**src/include/pmi_pkg.sv**
```systemverilog
package pmi_pkg;

	// interface mode, taken from the straps after reset
	typedef enum logic [1:0] {MODE_MII, MODE_RMII, MODE_SERIAL} pmi_mode_type;

	// system clock
	localparam int CLK_PERIOD_NS = 50;

	// link clock periods and heartbeat length as printed, in ns
	localparam int MII100_CLK_NS = 40;
	localparam int MII10_CLK_NS = 400;
	localparam int SERIAL_CLK_NS = 100;
	localparam int RMII_REF_NS = 20;
	localparam int HEARTBEAT_NS = 1000;

	// link clock half periods, the full rmii reference period and the heartbeat length in system cycles, rounded down, never below one cycle
	localparam int MII100_HALF = (MII100_CLK_NS / 2 / CLK_PERIOD_NS) < 1 ? 1 :
		MII100_CLK_NS / 2 / CLK_PERIOD_NS;
	localparam int MII10_HALF = (MII10_CLK_NS / 2 / CLK_PERIOD_NS) < 1 ? 1 :
		MII10_CLK_NS / 2 / CLK_PERIOD_NS;
	localparam int SERIAL_HALF = (SERIAL_CLK_NS / 2 / CLK_PERIOD_NS) < 1 ? 1 :
		SERIAL_CLK_NS / 2 / CLK_PERIOD_NS;
	localparam int RMII_HALF = (RMII_REF_NS / CLK_PERIOD_NS) < 1 ? 1 :
		RMII_REF_NS / CLK_PERIOD_NS;
	localparam int HEARTBEAT_CYC = (HEARTBEAT_NS / CLK_PERIOD_NS) < 1 ? 1 :
		HEARTBEAT_NS / CLK_PERIOD_NS;

	// divider width
	localparam int DIV_W = 8;

	// register map, byte addresses
	localparam int ADDR_W = 4;
	localparam logic [ADDR_W-1:0] REG_CTRL = 4'h0;
	localparam logic [ADDR_W-1:0] REG_STATUS = 4'h4;

	// control fields
	localparam int CTRL_SPEED100_BIT = 0;
	localparam int CTRL_FULLDUP_BIT = 1;
	localparam int CTRL_HBEAT_BIT = 2;
	localparam logic [2:0] CTRL_RESET = 3'h5;

	// status fields
	localparam int STAT_MODE_LSB = 0;
	localparam int STAT_CRS_BIT = 2;
	localparam int STAT_COL_BIT = 3;
	localparam int STAT_TXACT_BIT = 4;
	localparam int STAT_LOCKED_BIT = 5;

	// pattern forced on receive data during a receive error
	localparam logic [3:0] CORRUPT_NIBBLE = 4'he;

endpackage

```
**src/verilog/pmi_mac_data_if.sv**
```systemverilog
module pmi_mac_data_if import pmi_pkg::*; (
	// clock and reset
	input wire logic clk,
	input wire logic rst,
	// avalon-mm slave
	input wire logic [ADDR_W-1:0] avs_address,
	input wire logic avs_read,
	input wire logic avs_write,
	input wire logic [31:0] avs_writedata,
	input wire logic [3:0] avs_byteenable,
	output logic [31:0] avs_readdata,
	output logic avs_waitrequest,
	// mode straps
	input wire logic strap_rmii,
	input wire logic strap_serial,
	// mac side
	output logic tx_clk,
	input wire logic tx_en,
	input wire logic [3:0] txd,
	output logic rx_clk,
	output logic rx_dv,
	output logic rx_er,
	output logic [3:0] rxd,
	output logic crs,
	output logic col,
	// line side
	output logic line_tx_valid,
	output logic [3:0] line_tx_data,
	input wire logic line_rx_carrier,
	input wire logic line_rx_valid,
	input wire logic [3:0] line_rx_data,
	input wire logic line_rx_symbol_err
);

	pmi_mode_type mode;
	logic strap_done;
	logic [2:0] ctrl;
	logic bus_ack;
	logic lclk;
	logic tick;
	logic tx_en_q;
	logic tx_en_d;
	logic tx_phase;
	logic [1:0] tx_lo;
	logic rx_phase;
	logic [1:0] rx_hi;
	logic hb_active;
	logic [DIV_W-1:0] half_sel;

	// mode and control decode
	wire is_rmii = (mode == MODE_RMII);
	wire is_serial = (mode == MODE_SERIAL);
	wire is_mii = (mode == MODE_MII);
	wire speed100 = ctrl[CTRL_SPEED100_BIT];
	wire full_duplex = ctrl[CTRL_FULLDUP_BIT];
	wire hb_enable = ctrl[CTRL_HBEAT_BIT];
	wire ten_meg = is_serial | ~speed100;
	wire pmi_mode_type next_mode = strap_serial ? MODE_SERIAL :
		(strap_rmii ? MODE_RMII : MODE_MII);

	// mode locked at the first edge after reset release
	always_ff @(posedge clk or posedge rst) begin
		if (rst) begin
			mode <= MODE_MII;
			strap_done <= 1'b0;
		end else if (!strap_done) begin
			mode <= next_mode;
			strap_done <= 1'b1;
		end
	end

	// bus slave: one wait state; read data is formed during it
	wire bus_req = avs_read | avs_write;
	wire bus_take = bus_req & bus_ack;
	wire sel_ctrl = (avs_address == REG_CTRL);
	wire sel_status = (avs_address == REG_STATUS);
	wire [31:0] status_word = {26'h0, strap_done, tx_en_q, col, crs, mode};
	wire [31:0] next_readdata = sel_ctrl ? {29'h0, ctrl} :
		(sel_status ? status_word : 32'h0);
	assign avs_waitrequest = bus_req & ~bus_ack;

	always_ff @(posedge clk or posedge rst) begin
		if (rst) begin
			bus_ack <= 1'b0;
			avs_readdata <= 32'h0;
		end else begin
			bus_ack <= bus_req & ~bus_ack;
			if (avs_read && !bus_ack) begin
				avs_readdata <= next_readdata;
			end
		end
	end

	// control register; only byte lane 0 carries bits
	always_ff @(posedge clk or posedge rst) begin
		if (rst) begin
			ctrl <= CTRL_RESET;
		end else if (bus_take && avs_write && sel_ctrl && avs_byteenable[0]) begin
			ctrl <= avs_writedata[2:0];
		end
	end

	// link clock ratio; the fast rates are the nearest the system clock can reach
	assign half_sel = is_rmii ? DIV_W'(RMII_HALF) :
		is_serial ? DIV_W'(SERIAL_HALF) :
		speed100 ? DIV_W'(MII100_HALF) : DIV_W'(MII10_HALF);

	pmi_tick_div #(
		.WIDTH(DIV_W)
	) u_div (
		.clk(clk),
		.rst(rst),
		.half_count(half_sel),
		.tick(tick)
	);

	// link clock toggles on each tick; both pins stay low in rmii
	always_ff @(posedge clk or posedge rst) begin
		if (rst) begin
			lclk <= 1'b0;
		end else if (tick) begin
			lclk <= ~lclk;
		end
	end

	assign tx_clk = lclk & ~is_rmii;
	assign rx_clk = lclk & ~is_rmii;

	// sample on the rising link edge, drive on the falling one; rmii every tick
	wire tx_sample = is_rmii ? tick : (tick & ~lclk);
	wire rx_drive = is_rmii ? tick : (tick & lclk);

	// transmit capture; the mac is trusted to frame data with tx_en
	always_ff @(posedge clk or posedge rst) begin
		if (rst) begin
			tx_en_q <= 1'b0;
			tx_phase <= 1'b0;
			tx_lo <= 2'h0;
			line_tx_valid <= 1'b0;
			line_tx_data <= 4'h0;
		end else begin
			line_tx_valid <= 1'b0;
			if (tx_sample) begin
				tx_en_q <= tx_en;
				if (is_rmii) begin
					// two dibits, low pair first, make one nibble
					tx_phase <= tx_en & ~tx_phase;
					if (tx_en && !tx_phase) begin
						tx_lo <= txd[1:0];
					end
					if (tx_en && tx_phase) begin
						line_tx_valid <= 1'b1;
						line_tx_data <= {txd[1:0], tx_lo};
					end
				end else if (tx_en) begin
					line_tx_valid <= 1'b1;
					line_tx_data <= is_serial ? {3'h0, txd[0]} : txd;
				end
			end
		end
	end

	// receive path decode
	wire rx_bad = line_rx_valid & line_rx_symbol_err;
	wire [3:0] rx_nib = rx_bad ? CORRUPT_NIBBLE : line_rx_data;
	wire next_rx_er = ~is_serial & speed100 & rx_bad;
	// crs_dv drops to toggling once carrier is gone but data is still pending
	wire next_crs_dv = line_rx_carrier | (line_rx_valid & rx_phase);

	// receive drive
	always_ff @(posedge clk or posedge rst) begin
		if (rst) begin
			rx_dv <= 1'b0;
			rx_er <= 1'b0;
			rxd <= 4'h0;
			crs <= 1'b0;
			rx_phase <= 1'b0;
			rx_hi <= 2'h0;
		end else if (rx_drive) begin
			case (mode)
				MODE_MII: begin
					rx_dv <= line_rx_valid;
					rx_er <= next_rx_er;
					rxd <= rx_nib;
					crs <= line_rx_carrier;
				end
				MODE_RMII: begin
					rx_dv <= line_rx_valid;
					rx_er <= next_rx_er;
					crs <= next_crs_dv;
					rx_phase <= line_rx_valid & ~rx_phase;
					if (!rx_phase) begin
						rxd <= {2'h0, rx_nib[1:0]};
						rx_hi <= rx_nib[3:2];
					end else begin
						rxd <= {2'h0, rx_hi};
					end
				end
				MODE_SERIAL: begin
					rx_dv <= 1'b0;
					rx_er <= 1'b0;
					rxd <= {3'h0, line_rx_carrier & line_rx_data[0]};
					crs <= line_rx_carrier;
				end
				default: begin
					rx_dv <= 1'b0;
					rx_er <= 1'b0;
					rxd <= 4'h0;
					crs <= 1'b0;
				end
			endcase
		end
	end

	// end of transmission starts the heartbeat one-shot
	always_ff @(posedge clk or posedge rst) begin
		if (rst) begin
			tx_en_d <= 1'b0;
		end else begin
			tx_en_d <= tx_en_q;
		end
	end

	wire tx_end = tx_en_d & ~tx_en_q;

	pmi_pulse_timer #(
		.LEN(HEARTBEAT_CYC)
	) u_hbeat (
		.clk(clk),
		.rst(rst),
		.start(tx_end),
		.active(hb_active)
	);

	// collision: rmii has no pin, so it reads low; full duplex forces low
	wire collide = tx_en_q & line_rx_carrier;
	wire hbeat_on = hb_active & hb_enable & ten_meg;
	wire next_col = ~is_rmii & ~full_duplex & (collide | hbeat_on);

	always_ff @(posedge clk or posedge rst) begin
		if (rst) begin
			col <= 1'b0;
		end else begin
			col <= next_col;
		end
	end

	// checks
	property p_rmii_clk_idle;
		@(posedge clk) disable iff (rst) is_rmii |-> (!tx_clk && !rx_clk);
	endproperty
	a_rmii_clk_idle: assert property (p_rmii_clk_idle)
		else $error("link clocks toggled in rmii mode");

	// a speed change can leave one short link-clock pulse,
	// so a rise seen in the first cycle after the change is not judged
	property p_mii10_half;
		@(posedge clk) disable iff (rst)
			($rose(tx_clk) && is_mii && !speed100 && !$past(speed100)) |-> tx_clk[*4] ##1 !tx_clk;
	endproperty
	a_mii10_half: assert property (p_mii10_half)
		else $error("10 Mb/s mii clock high time wrong");

	property p_serial_half;
		@(posedge clk) disable iff (rst) ($rose(tx_clk) && is_serial) |=> !tx_clk;
	endproperty
	a_serial_half: assert property (p_serial_half)
		else $error("serial clock high time wrong");

	// serial half period is one cycle, so the receive clock flips every cycle
	property p_serial_rx_rate;
		@(posedge clk) disable iff (rst)
			(is_serial && !$past(rst)) |-> (rx_clk != $past(rx_clk));
	endproperty
	a_serial_rx_rate: assert property (p_serial_rx_rate)
		else $error("serial receive clock not at full rate");

	property p_rxd_on_fall;
		@(posedge clk) disable iff (rst) (is_mii && $changed(rxd)) |-> $fell(rx_clk);
	endproperty
	a_rxd_on_fall: assert property (p_rxd_on_fall)
		else $error("receive nibble changed away from falling clock");

	property p_err_corrupts;
		@(posedge clk) disable iff (rst) (!is_rmii && rx_dv && rx_er) |-> rxd == CORRUPT_NIBBLE;
	endproperty
	a_err_corrupts: assert property (p_err_corrupts)
		else $error("receive error without corrupted data");

	property p_rmii_er_in_dv;
		@(posedge clk) disable iff (rst) (is_rmii && rx_er) |-> rx_dv;
	endproperty
	a_rmii_er_in_dv: assert property (p_rmii_er_in_dv)
		else $error("rmii receive error outside data valid");

	property p_full_dup_col;
		@(posedge clk) disable iff (rst) (full_duplex && $past(full_duplex)) |-> !col;
	endproperty
	a_full_dup_col: assert property (p_full_dup_col)
		else $error("collision raised in full duplex");

	property p_heartbeat;
		@(posedge clk) disable iff (rst)
			(tx_end && !is_rmii && ten_meg && !full_duplex && hb_enable && !avs_write)
			|-> ##2 col[*8];
	endproperty
	a_heartbeat: assert property (p_heartbeat)
		else $error("no heartbeat after transmission");

	property p_mode_held;
		@(posedge clk) disable iff (rst) $past(strap_done) |-> $stable(mode);
	endproperty
	a_mode_held: assert property (p_mode_held)
		else $error("mode changed after strap capture");

	c_heartbeat: cover property (@(posedge clk) disable iff (rst) tx_end && hbeat_on);
	c_collision: cover property (@(posedge clk) disable iff (rst) collide && !full_duplex);
	c_rmii_frame: cover property (@(posedge clk) disable iff (rst) is_rmii && line_tx_valid);

endmodule

```
**src/verilog/pmi_pulse_timer.sv**
```systemverilog
// retriggerable one-shot: active for LEN cycles after start
module pmi_pulse_timer #(
	parameter int LEN = 20
) (
	// clock and reset
	input wire logic clk,
	input wire logic rst,
	// trigger
	input wire logic start,
	// level while running
	output logic active
);

	localparam int CW = $clog2(LEN + 1);
	localparam logic [CW-1:0] LOAD = CW'(LEN);

	logic [CW-1:0] remain;

	assign active = (remain != '0);

	// restarts on a new trigger, so back-to-back ends give a full pulse each
	always_ff @(posedge clk or posedge rst) begin
		if (rst) begin
			remain <= '0;
		end else if (start) begin
			remain <= LOAD;
		end else if (active) begin
			remain <= remain - 1'b1;
		end
	end

endmodule

```
**src/verilog/pmi_tick_div.sv**
```systemverilog
// one-cycle enable pulse every half_count cycles; a new count is taken at the next reload
module pmi_tick_div #(
	parameter int WIDTH = 8
) (
	// clock and reset
	input wire logic clk,
	input wire logic rst,
	// divide ratio in cycles, at least one
	input wire logic [WIDTH-1:0] half_count,
	// enable pulse
	output logic tick
);

	logic [WIDTH-1:0] count;
	logic [WIDTH-1:0] next_count;
	wire at_end = (count == '0);

	// reload from the live ratio so a speed change takes effect within one period
	assign next_count = at_end ? half_count - 1'b1 : count - 1'b1;
	assign tick = at_end;

	always_ff @(posedge clk or posedge rst) begin
		if (rst) begin
			count <= '0;
		end else begin
			count <= next_count;
		end
	end

endmodule
```
**config.mk**
```make
export PLATFORM = sky130hd
export DESIGN_NAME = pmi_mac_data_if
export DESIGN_NICKNAME = d
export VERILOG_FILES = /design/src/include/pmi_pkg.sv /design/src/verilog/pmi_mac_data_if.sv /design/src/verilog/pmi_pulse_timer.sv /design/src/verilog/pmi_tick_div.sv
export SDC_FILE = /design/constraint.sdc
export NUM_CORES = 1
export LEC_CHECK = 0
export BUFFER_PORTS_ARGS = -buffer_cell sky130_fd_sc_hd__buf_2
export CAP_MARGIN = 20
export CORE_ASPECT_RATIO = 0.7
export CORE_MARGIN = 5
export CORE_UTILIZATION = 43
export CTS_CLUSTER_SIZE = 10
export DETAILED_ROUTE_END_ITERATION = 12
export PLACE_DENSITY = 0.8
export SKIP_LAST_GASP = 1
export SLEW_MARGIN = 25
export SYNTH_ARGS = -nofsm -noshare
export SYNTH_HDL_FRONTEND = slang
export SYNTH_SLANG_ARGS = --single-unit
```
**constraint.sdc**
```tcl
create_clock -name clk -period 2 [get_ports clk]
set_input_delay 0.2 -clock clk [delete_from_list [all_inputs] [get_ports clk]]
set_output_delay 0.2 -clock clk [all_outputs]
set_load 0.05 [all_outputs]
```
# Yosys cells after proc, flatten, opt, wreduce, memory -nomap -nowiden
# Cells that the tools add are included.
[classes] n_addsub=3 n_eq_ne=4 n_mux=26 n_bitwise=31 n_reduce_logical=21
[ops] cell="2-to-1 mux 4 bit" n=5
[ops] cell="bitwise AND 1 bit" n=18
[ops] cell="2-to-1 mux 6 bit" n=2
[ops] cell="case mux 4 bit (3 select lines)" n=1
[ops] cell="2-to-1 mux 5 bit" n=2
[ops] cell="2-to-1 mux 1 bit" n=9
[ops] cell="2-to-1 mux 3 bit" n=3
[ops] cell="NOT 1 bit" n=9
[ops] cell="AND reduction 3 bit" n=3
[ops] cell="zero test 8 bit" n=1
[ops] cell="2-to-1 mux 8 bit" n=1
[ops] cell="subtractor 8 x 1 -> 8 bit, second input constant" n=1
[ops] cell="logical AND 1 bit" n=6
[ops] cell="nonzero test 5 bit" n=1
[ops] cell="subtractor 5 x 1 -> 5 bit, second input constant" n=1
[ops] cell="equality test 4 x 3 -> 1 bit, second input constant" n=1
[ops] cell="zero test 4 bit" n=1
[ops] cell="2-to-1 mux 2 bit" n=2
[ops] cell="bitwise OR 1 bit" n=4
[ops] cell="AND reduction 2 bit" n=2
[ops] cell="nonzero test 2 bit" n=2
[ops] cell="OR reduction 2 bit" n=2
[ops] cell="subtractor 3 x 1 -> 4 bit, second input constant" n=1
[ops] cell="equality test 2 x 1 -> 1 bit, second input constant" n=1
[ops] cell="other kinds (5)" n=6
[word_totals] ff_bits=74 in_bits=58 output_inout_bits=48 elab_cells=106

# Depth between registers and ports, before layout
# Gate-level depths: netlist (run 1).
[depth] depth_word=5 mapped_depth=8

# By module
# Synthesis (run 1) repeated with hierarchy kept, for this count alone.
[unflattened] cells_unflattened=260 hier_area_um2=2573.7
[modules_own_cells] module="pmi_mac_data_if" instances=1 cells_each=182 area_each_um2=1830.5 seq_area_each_um2=878.3
[modules_own_cells] module="pmi_tick_div" instances=1 cells_each=52 area_each_um2=479.2 seq_area_each_um2=200.2
[modules_own_cells] module="pmi_pulse_timer" instances=1 cells_each=26 area_each_um2=264.0 seq_area_each_um2=125.1

# Least setup slack after synthesis (run 1)
# OpenSTA, ideal clock, no wires.
[synth_timing] kind="register to register" startpoint="register u_div.count[0]" endpoint="register crs" setup_ns=0.125 arrival_ns=2.055 required_ns=1.875 slack_ns=-0.179 stages_incl_launch_ff=7 synth_period_minus_slack_ns=2.179 cell_sequence="dfrtp_1 inv_1 ha_1 or3b_2 clkbuf_1 a211oi_4 mux2_2"
[synth_between] elab_chain_len=3
[synth_rtl] element="start: declaration" line_no="pmi_tick_div.sv:14" text="logic [WIDTH-1:0] count;"
[synth_rtl] element="start signal: assignment" line_no="pmi_tick_div.sv:26" text="count <= next_count;"
[synth_rtl] element="zero test 8 bit (*)" line_no="pmi_tick_div.sv:16" text="wire at_end = (count == '0);"
[synth_rtl] element="bitwise AND 1 bit" line_no="pmi_mac_data_if.sv:131" text="wire rx_drive = is_rmii ? tick : (tick & lclk);"
[synth_rtl] element="2-to-1 mux 1 bit (*)" line_no="pmi_mac_data_if.sv:131"
[synth_rtl] element="end signal: assignment" line_no="pmi_mac_data_if.sv:185" text="crs <= line_rx_carrier;"
[synth_rtl] element="end signal: assignment" line_no="pmi_mac_data_if.sv:190" text="crs <= next_crs_dv;"
[synth_rtl] element="end signal: assignment" line_no="pmi_mac_data_if.sv:203" text="crs <= line_rx_carrier;"
[synth_rtl] element="end: declaration" line_no="pmi_mac_data_if.sv:24" text="output logic crs,"
# Every way passes the cells marked *; elsewhere a longest branch is shown, timed or not.
# A chain may end at the register's enable or synchronous reset.

# Final worst setup path (run 1)
[layout_timing] startpoint="register u_div.count[7]" endpoint="register rx_hi[0]"
[layout_between] elab_chain_len=4
[layout_rtl] element="zero test 8 bit (*)" line_no="pmi_tick_div.sv:16"
[layout_rtl] element="bitwise AND 1 bit" line_no="pmi_mac_data_if.sv:131"
[layout_rtl] element="2-to-1 mux 1 bit (*)" line_no="pmi_mac_data_if.sv:131"
[layout_rtl] element="AND reduction 3 bit (no line) (*)"
[layout_rtl] element="end signal: assignment" line_no="pmi_mac_data_if.sv:194" text="rx_hi <= rx_nib[3:2];"
[layout_rtl] element="end: declaration" line_no="pmi_mac_data_if.sv:46" text="logic [1:0] rx_hi;"
# Marked as above.

==> results of run 1 <==
## worst paths after layout
path | endpoint | cells after the start
worst max-delay path | rx_hi[0] | 3
worst min-delay path | ctrl[0] | 2
worst max register to register | rx_hi[0] | 3
worst min register to register | bus_ack | 1
max in group asynchronous | ctrl[0] | 4
min in group asynchronous | rx_hi[1] | 3
## kinds of logic (layout without fill, tap and decap cells)
family,Yosys count,in the layout
multiplexers,29,29
buffers and inverters,48,90
other,2,27
AND/OR/NAND/NOR,66,66
flip-flops,48,48
XOR/XNOR,3,3
AO/OA/AOI/OAI,40,40
adder cells (fa/ha/maj),3,3
## sequential cells by signal (all words and copies together), names as in the netlist, 2 cells and up
register,flops
u_div.count,8
u_hbeat.remain,5
mode,2
avs_readdata,6
ctrl,3
rx_hi,2
line_tx_data,4
tx_lo,2
rxd,4
## synthesized netlist by cell type (3+ instances only)
| library cell | number |
|---|---|
| dfrtp_1 | 46 |
| buf_4 | 27 |
| nor3_1 | 5 |
| mux2i_1 | 10 |
| or3_1 | 5 |
| nor2_1 | 9 |
| inv_1 | 14 |
| a21oi_1 | 4 |
| o31ai_1 | 5 |
| ha_1 | 3 |
| a21o_1 | 3 |
| nand2_1 | 19 |
| xnor2_1 | 3 |
| mux2_2 | 17 |
| nor2b_1 | 5 |
| nand2b_1 | 5 |
| clkbuf_1 | 4 |
| a31oi_1 | 3 |
| or4_4 | 3 |
| a211oi_1 | 3 |
| o21ai_0 | 11 |
## metal layers
layer	vias to the layer above	wire length, µm	share of wire
met1	921	2610	0.49
met3	4	346	0.065
met2	55	2360	0.44
li1	916	-	-
met4	0	16	0.0030
met5	-	0	0
## power breakdown
group	leakage (µW)	internal, µW	switching (µW)
logic	0.000816	682	1130
registers	0.000597	1280	243
clock network	0.0000510	277	321
## area by class of cell
type,count,area [µm²]
Clock buffer,6,82.6
Clock inverter,2,10.0
Fill cell,505,2710
Inverter,14,52.6
Multi-Input combinational cell,168,1210
Sequential cell,48,1200
Tap cell,75,93.8
Timing Repair Buffer,68,395
## placed cells by master, fill, tap and decap left out, types with 9 or more instances in the layout
cell type,count
dfrtp_1,45
inv_1,11
nand2_1,19
mux2_2,13
buf_2,47
nor2_1,9
o21ai_0,11
buf_4,20
conb_1,27
mux2i_1,10
## metrics by stage
stage / power [µW] / instance area (µm²) / setup slack, ps / hold WS, ps
floorplan: 2890 / 2700 / -29.2 / 344
global placement: 3240 / 2900 / 21.9 / 201
detailed placement: 3310 / 2900 / 2.44 / 206
CTS: 3950 / 3030 / 0.522 / 133
global route: 4200 / 3050 / -27.3 / 123
finish: 3940 / 3050 / -2.71 / 138
## worst max-delay path: stages (launching register included)
cell and delay (ps):
dfrtp_2 450, or4_4 560, or4_4 560, mux2_4 310
## timing repair
item,in CTS,in global routing
resized for setup,2,2
hold endpoints to repair,16,0
pin swaps,3,0
endpoints found under the setup margin,7,8
buffers inserted,3,1
hold buffers,1,0
==> results.yml, run 1 <==
routing:
  viasPerCell: 4.98
  vias: 1896
  ant_nets: 0
  drt_iter0_markers: 87
  drc: 0
  wl_um: 5330
  wl_per_cell_um: 14.0
  first_pass_iters: 4
setup_path:
  reg2reg_from: "u_div.count[7]"
  required_ps: 2180
  reg2reg_slack_ps: -3
  crit_path_start: "u_div.count[7]"
  cp_data_arrival_time_ps: 2190
  criticalPathCategory: "reg2reg"
  path_max_fanout: 7
  start_kind: "flop"
  critPathCaptureType: "flop"
cells_and_area:
  final_util: 0.529
  instances_no_fill: 381
  num_antenna_cells: 0
  syn2layout_area_growth_pct: 18.9
  drive_gt1_frac: 0.366
  fin_nets: 366
place:
  dp.cells: 368
  io_buffers: 47
  place_congestion: 0.883
  dpl.hpwl_um: 4140
timing:
  period_needed_ps: 2000
  hold_viol: 0
  post-route-period-util: 1.00
  setup_violations: 1
  rsz0062_at_grt: "true"
  drv_slew: 0
  tightest_slew_ps: 553
  fin_tns_setup_ps: -2.71
  finalWorstSetupSlack_ps: -2.71
  clock.fmax_mhz: 499
  relSlewSlack: 0.626
  skew_ps: 6.39
floorplan:
  num_rows: 23
  die_w_um: 102
  start_util: 0.445
  die_area_mm2: 0.00763
  io_pins: 106
  fp.coreArea_mm2: 0.00576
  die_height_um: 74.6
synth:
  synth_top_family_by_area: "simple AND/OR/NAND/NOR gates"
  synth_edf_count: 0
  synth_area_mm2: 0.00256
  yosys.area_share.simple: 0.146
  synth_area_leader_cell: "dfrtp_1"
  yosys_most_used_dff: "dfrtp_1"
  avgSynthCellArea_um2: 10.7
  muxShareOfSynthArea: 0.125
  synth_compound_area_frac: 0.117
  synthAdderAreaFrac: 0.0146
  synth_top_area_frac: 0.449
  syn_inst: 239
  ys_warn_count: 0
  synthXorXnorAreaFrac: 0.0103
  yosysSeqAreaShare: 0.470
  synth_cell_types: 46
  ys_async_sr_fraction: 1.00
  synth.area.top_cells: "dfrtp_1, buf_4, mux2_2"
  ys_seq_elements: 48
cts:
  clkTransAtPathRegs_ps: 90
  clk_latency_ps: 290
  cts_tree: "yes"
  h-tree-depth: 2
  clockBufferDepth: 2
  cts-root-buf: "clkbuf_8"
  cts_inserted_buffers: 5
  clock_sinks: 48
global_routing:
  grtUsageMet1: 0.226
  met2_usage: 0.206
  grt.busiest_layer: "met1"
  grt_max_degree: 20
  grt_pass1_vias: 1817
  grt_pass1_wl_um: 8830
  grt_antenna_before_repair: 0
  use_met3: 0.0422
  grt-ovfl-total: 0
  grt_usage: 0.146
outcome:
  status: "complete, but fails checks"
  violations: "setup timing"
worst_hold_path:
  min_from: "avs_writedata[0]"
  hold_path_class: "in2reg"
power_and_ir_drop:
  p_per_area_mw_per_mm2: 1290
  p_leak_uw: 0.00146
  vdd_drop_max_v: 0.000616
job:
  cap_violations: 0
Power figures use the tool's default switching activity.
==> run 2: changes to the inputs <==
Settings changed: ABC_AREA set to 1.
==> run 2 against run 1 <==
Net effect: flip-flop and latch count stayed put; sequential share of layout area is 2.2 points higher; final cell count is 16% higher; critical path depth is 2 higher; maximum frequency is 15% higher; die area is 0.38% lower; the run now ends clean; power is 3.5% lower; worst hold slack worse by 30 ps; global-route usage hardly changed; clock-buffer cell count stayed put; core utilization is 2.9 points lower.
==> results.yml, run 2 <==
synth:
  synth.area.top_cells: "dfrtp_1, nand2_1, buf_4"
  ys_async_sr_fraction: 1.00
  synth_cell_types: 31
  synth_area_leader_cell: "dfrtp_1"
  yosysSeqAreaShare: 0.472
  yosysMostFrequentCell: "nand2_1"
  syn_inst: 313
  synth_area_mm2: 0.00255
  synth_common_cells: "nand2_1, dfrtp_1, inv_1"
  synth_edf_count: 0
  avgSynthCellArea_um2: 8.15
  yosys_most_used_dff: "dfrtp_1"
  ys_warn_count: 0
  ys_seq_elements: 48
  synth_top_area_frac: 0.451
cts:
  cts_resized: 0
  clockBufferDepth: 2
  clk_latency_ps: 300
  clkTransAtPathRegs_ps: 90
  h-tree-depth: 2
  cts-root-buf: "clkbuf_8"
  cts_setup_buffers: 0
  cts_tree: "yes"
  cts_inserted_buffers: 5
  clock_sinks: 48
timing:
  period_needed_ps: 1750
  setup_violations: 0
  tightest_slew_ps: 552
  post-route-period-util: 0.874
  relSlewSlack: 0.632
  clock.fmax_mhz: 572
  drv_slew: 0
  skew_ps: 12.2
  fin_tns_setup_ps: 0
  rsz0062_at_grt: "false"
  hold_viol: 0
global_routing:
  grt-ovfl-total: 0
  grt_antenna_before_repair: 0
  grt_usage: 0.146
  grt_pass1_vias: 1921
  grt_pass1_wl_um: 8690
  grt_max_degree: 28
setup_path:
  start_kind: "flop"
  cp_data_arrival_time_ps: 1550
  required_ps: 1800
  path_max_fanout: 12
  critPathCaptureType: "primary output"
  criticalPathCategory: "reg2out"
cells_and_area:
  layout_commonest_cell: "nand2_1"
  fin_nets: 427
  syn2layout_area_growth_pct: 12.9
  drive_gt1_frac: 0.215
  top_regs: "u_div.count x8, avs_readdata x6, u_hbeat.remain x5"
  num_antenna_cells: 0
  top_register: "u_div.count"
  final_cell_mix: "nand2_1, buf_2, dfrtp_1"
  final_util: 0.501
  largest_reg_flops: 8
routing:
  viasPerCell: 4.69
  ant_nets: 0
  first_pass_iters: 4
  wl_per_cell_um: 11.8
  drc: 0
  drt_iter0_markers: 101
  wl_um: 5200
  vias: 2071
place:
  place_congestion: 0.785
  dpl.hpwl_um: 4120
  io_buffers: 47
floorplan:
  io_pins: 106
  die_area_mm2: 0.00760
  die_height_um: 74.4
  start_util: 0.443
  num_rows: 23
  fp.coreArea_mm2: 0.00576
  die_w_um: 102
power_and_ir_drop:
  p_leak_uw: 0.00160
  p_per_area_mw_per_mm2: 1320
  vdd_drop_max_v: 0.000706
job:
  cap_violations: 0
outcome:
  status: "complete, no violations"
worst_hold_path:
  hold_path_class: "in2reg"
## run 2: layout make-up
cell class                      instances  area [µm²]
Fill cell                             552        2870
Sequential cell                        48        1200
Multi-Input combinational cell        221        1070
Timing Repair Buffer                   50         260
Inverter                               40         150
Tap cell                               75        93.8
Clock buffer                            6        72.6
Clock inverter                          2        35.0
## run 2: worst paths after layout
| check | cells after the start | start | slack [ps] | end |
|---|---|---|---|---|
| worst max register to register | 8 | mode[1] | 350 | u_div.count[6] |
| worst max-delay path | 5 | mode[1] | 250 | rx_clk |
| max in group asynchronous | 4 | rst | 830 | ctrl[2] |
| worst min-delay path | 3 | strap_rmii | 110 | mode[0] |
| worst min register to register | 1 | u_div.count[0] | 480 | u_div.count[0] |
| min in group asynchronous | 3 | rst | 490 | line_tx_data[2] |
## run 2: logic make-up after synthesis
kind of cell	synth area share
AOI/OAI and AO/OA	0.0981
xor gates and xnor gates	0.0137
adders and majority gates	0.0147
buffers and inverters	0.147
DFF	0.472
other	0.00294
and+or+nand+nor	0.252
## run 2: layer usage
layer,wire length [µm],track usage,vias up
met5,0,0,-
met4,29,0.0451,0
met3,449,0.0478,4
met2,2190,0.204,79
met1,2530,0.213,943
li1,-,-,1045
## run 2: power breakdown
part           switching (µW)  total, µW  internal, µW
combinational            1150       1580           430
sequential                231       1530          1300
clock                     324        696           372
## run 2: worst max-delay path, cell delays in order (launching register included)
cell     delay (ps)
dfrtp_1         410
inv_2            80
nand2_2         230
nand2_1         170
inv_1           100
buf_2           260
## run 2: repair_timing
action	CTS	global route
setup endpoints to repair	0	0
endpoints found under the hold margin	24	0
hold buffers	1	0
## run 2: stage by stage
step           total power, µW  area (µm²)  hold WS, ps  setup WS (ps)  cells
2_1_floorplan             2830        2650          312            235    338
3_3_place_gp              3080        2760          276            390    433
3_5_place_dp              3130        2760          287            361    433
4_1_cts                   3830        2880          104            252    442
5_1_grt                   4100        2880          107            155    442
6_report                  3800        2880          109            252    442
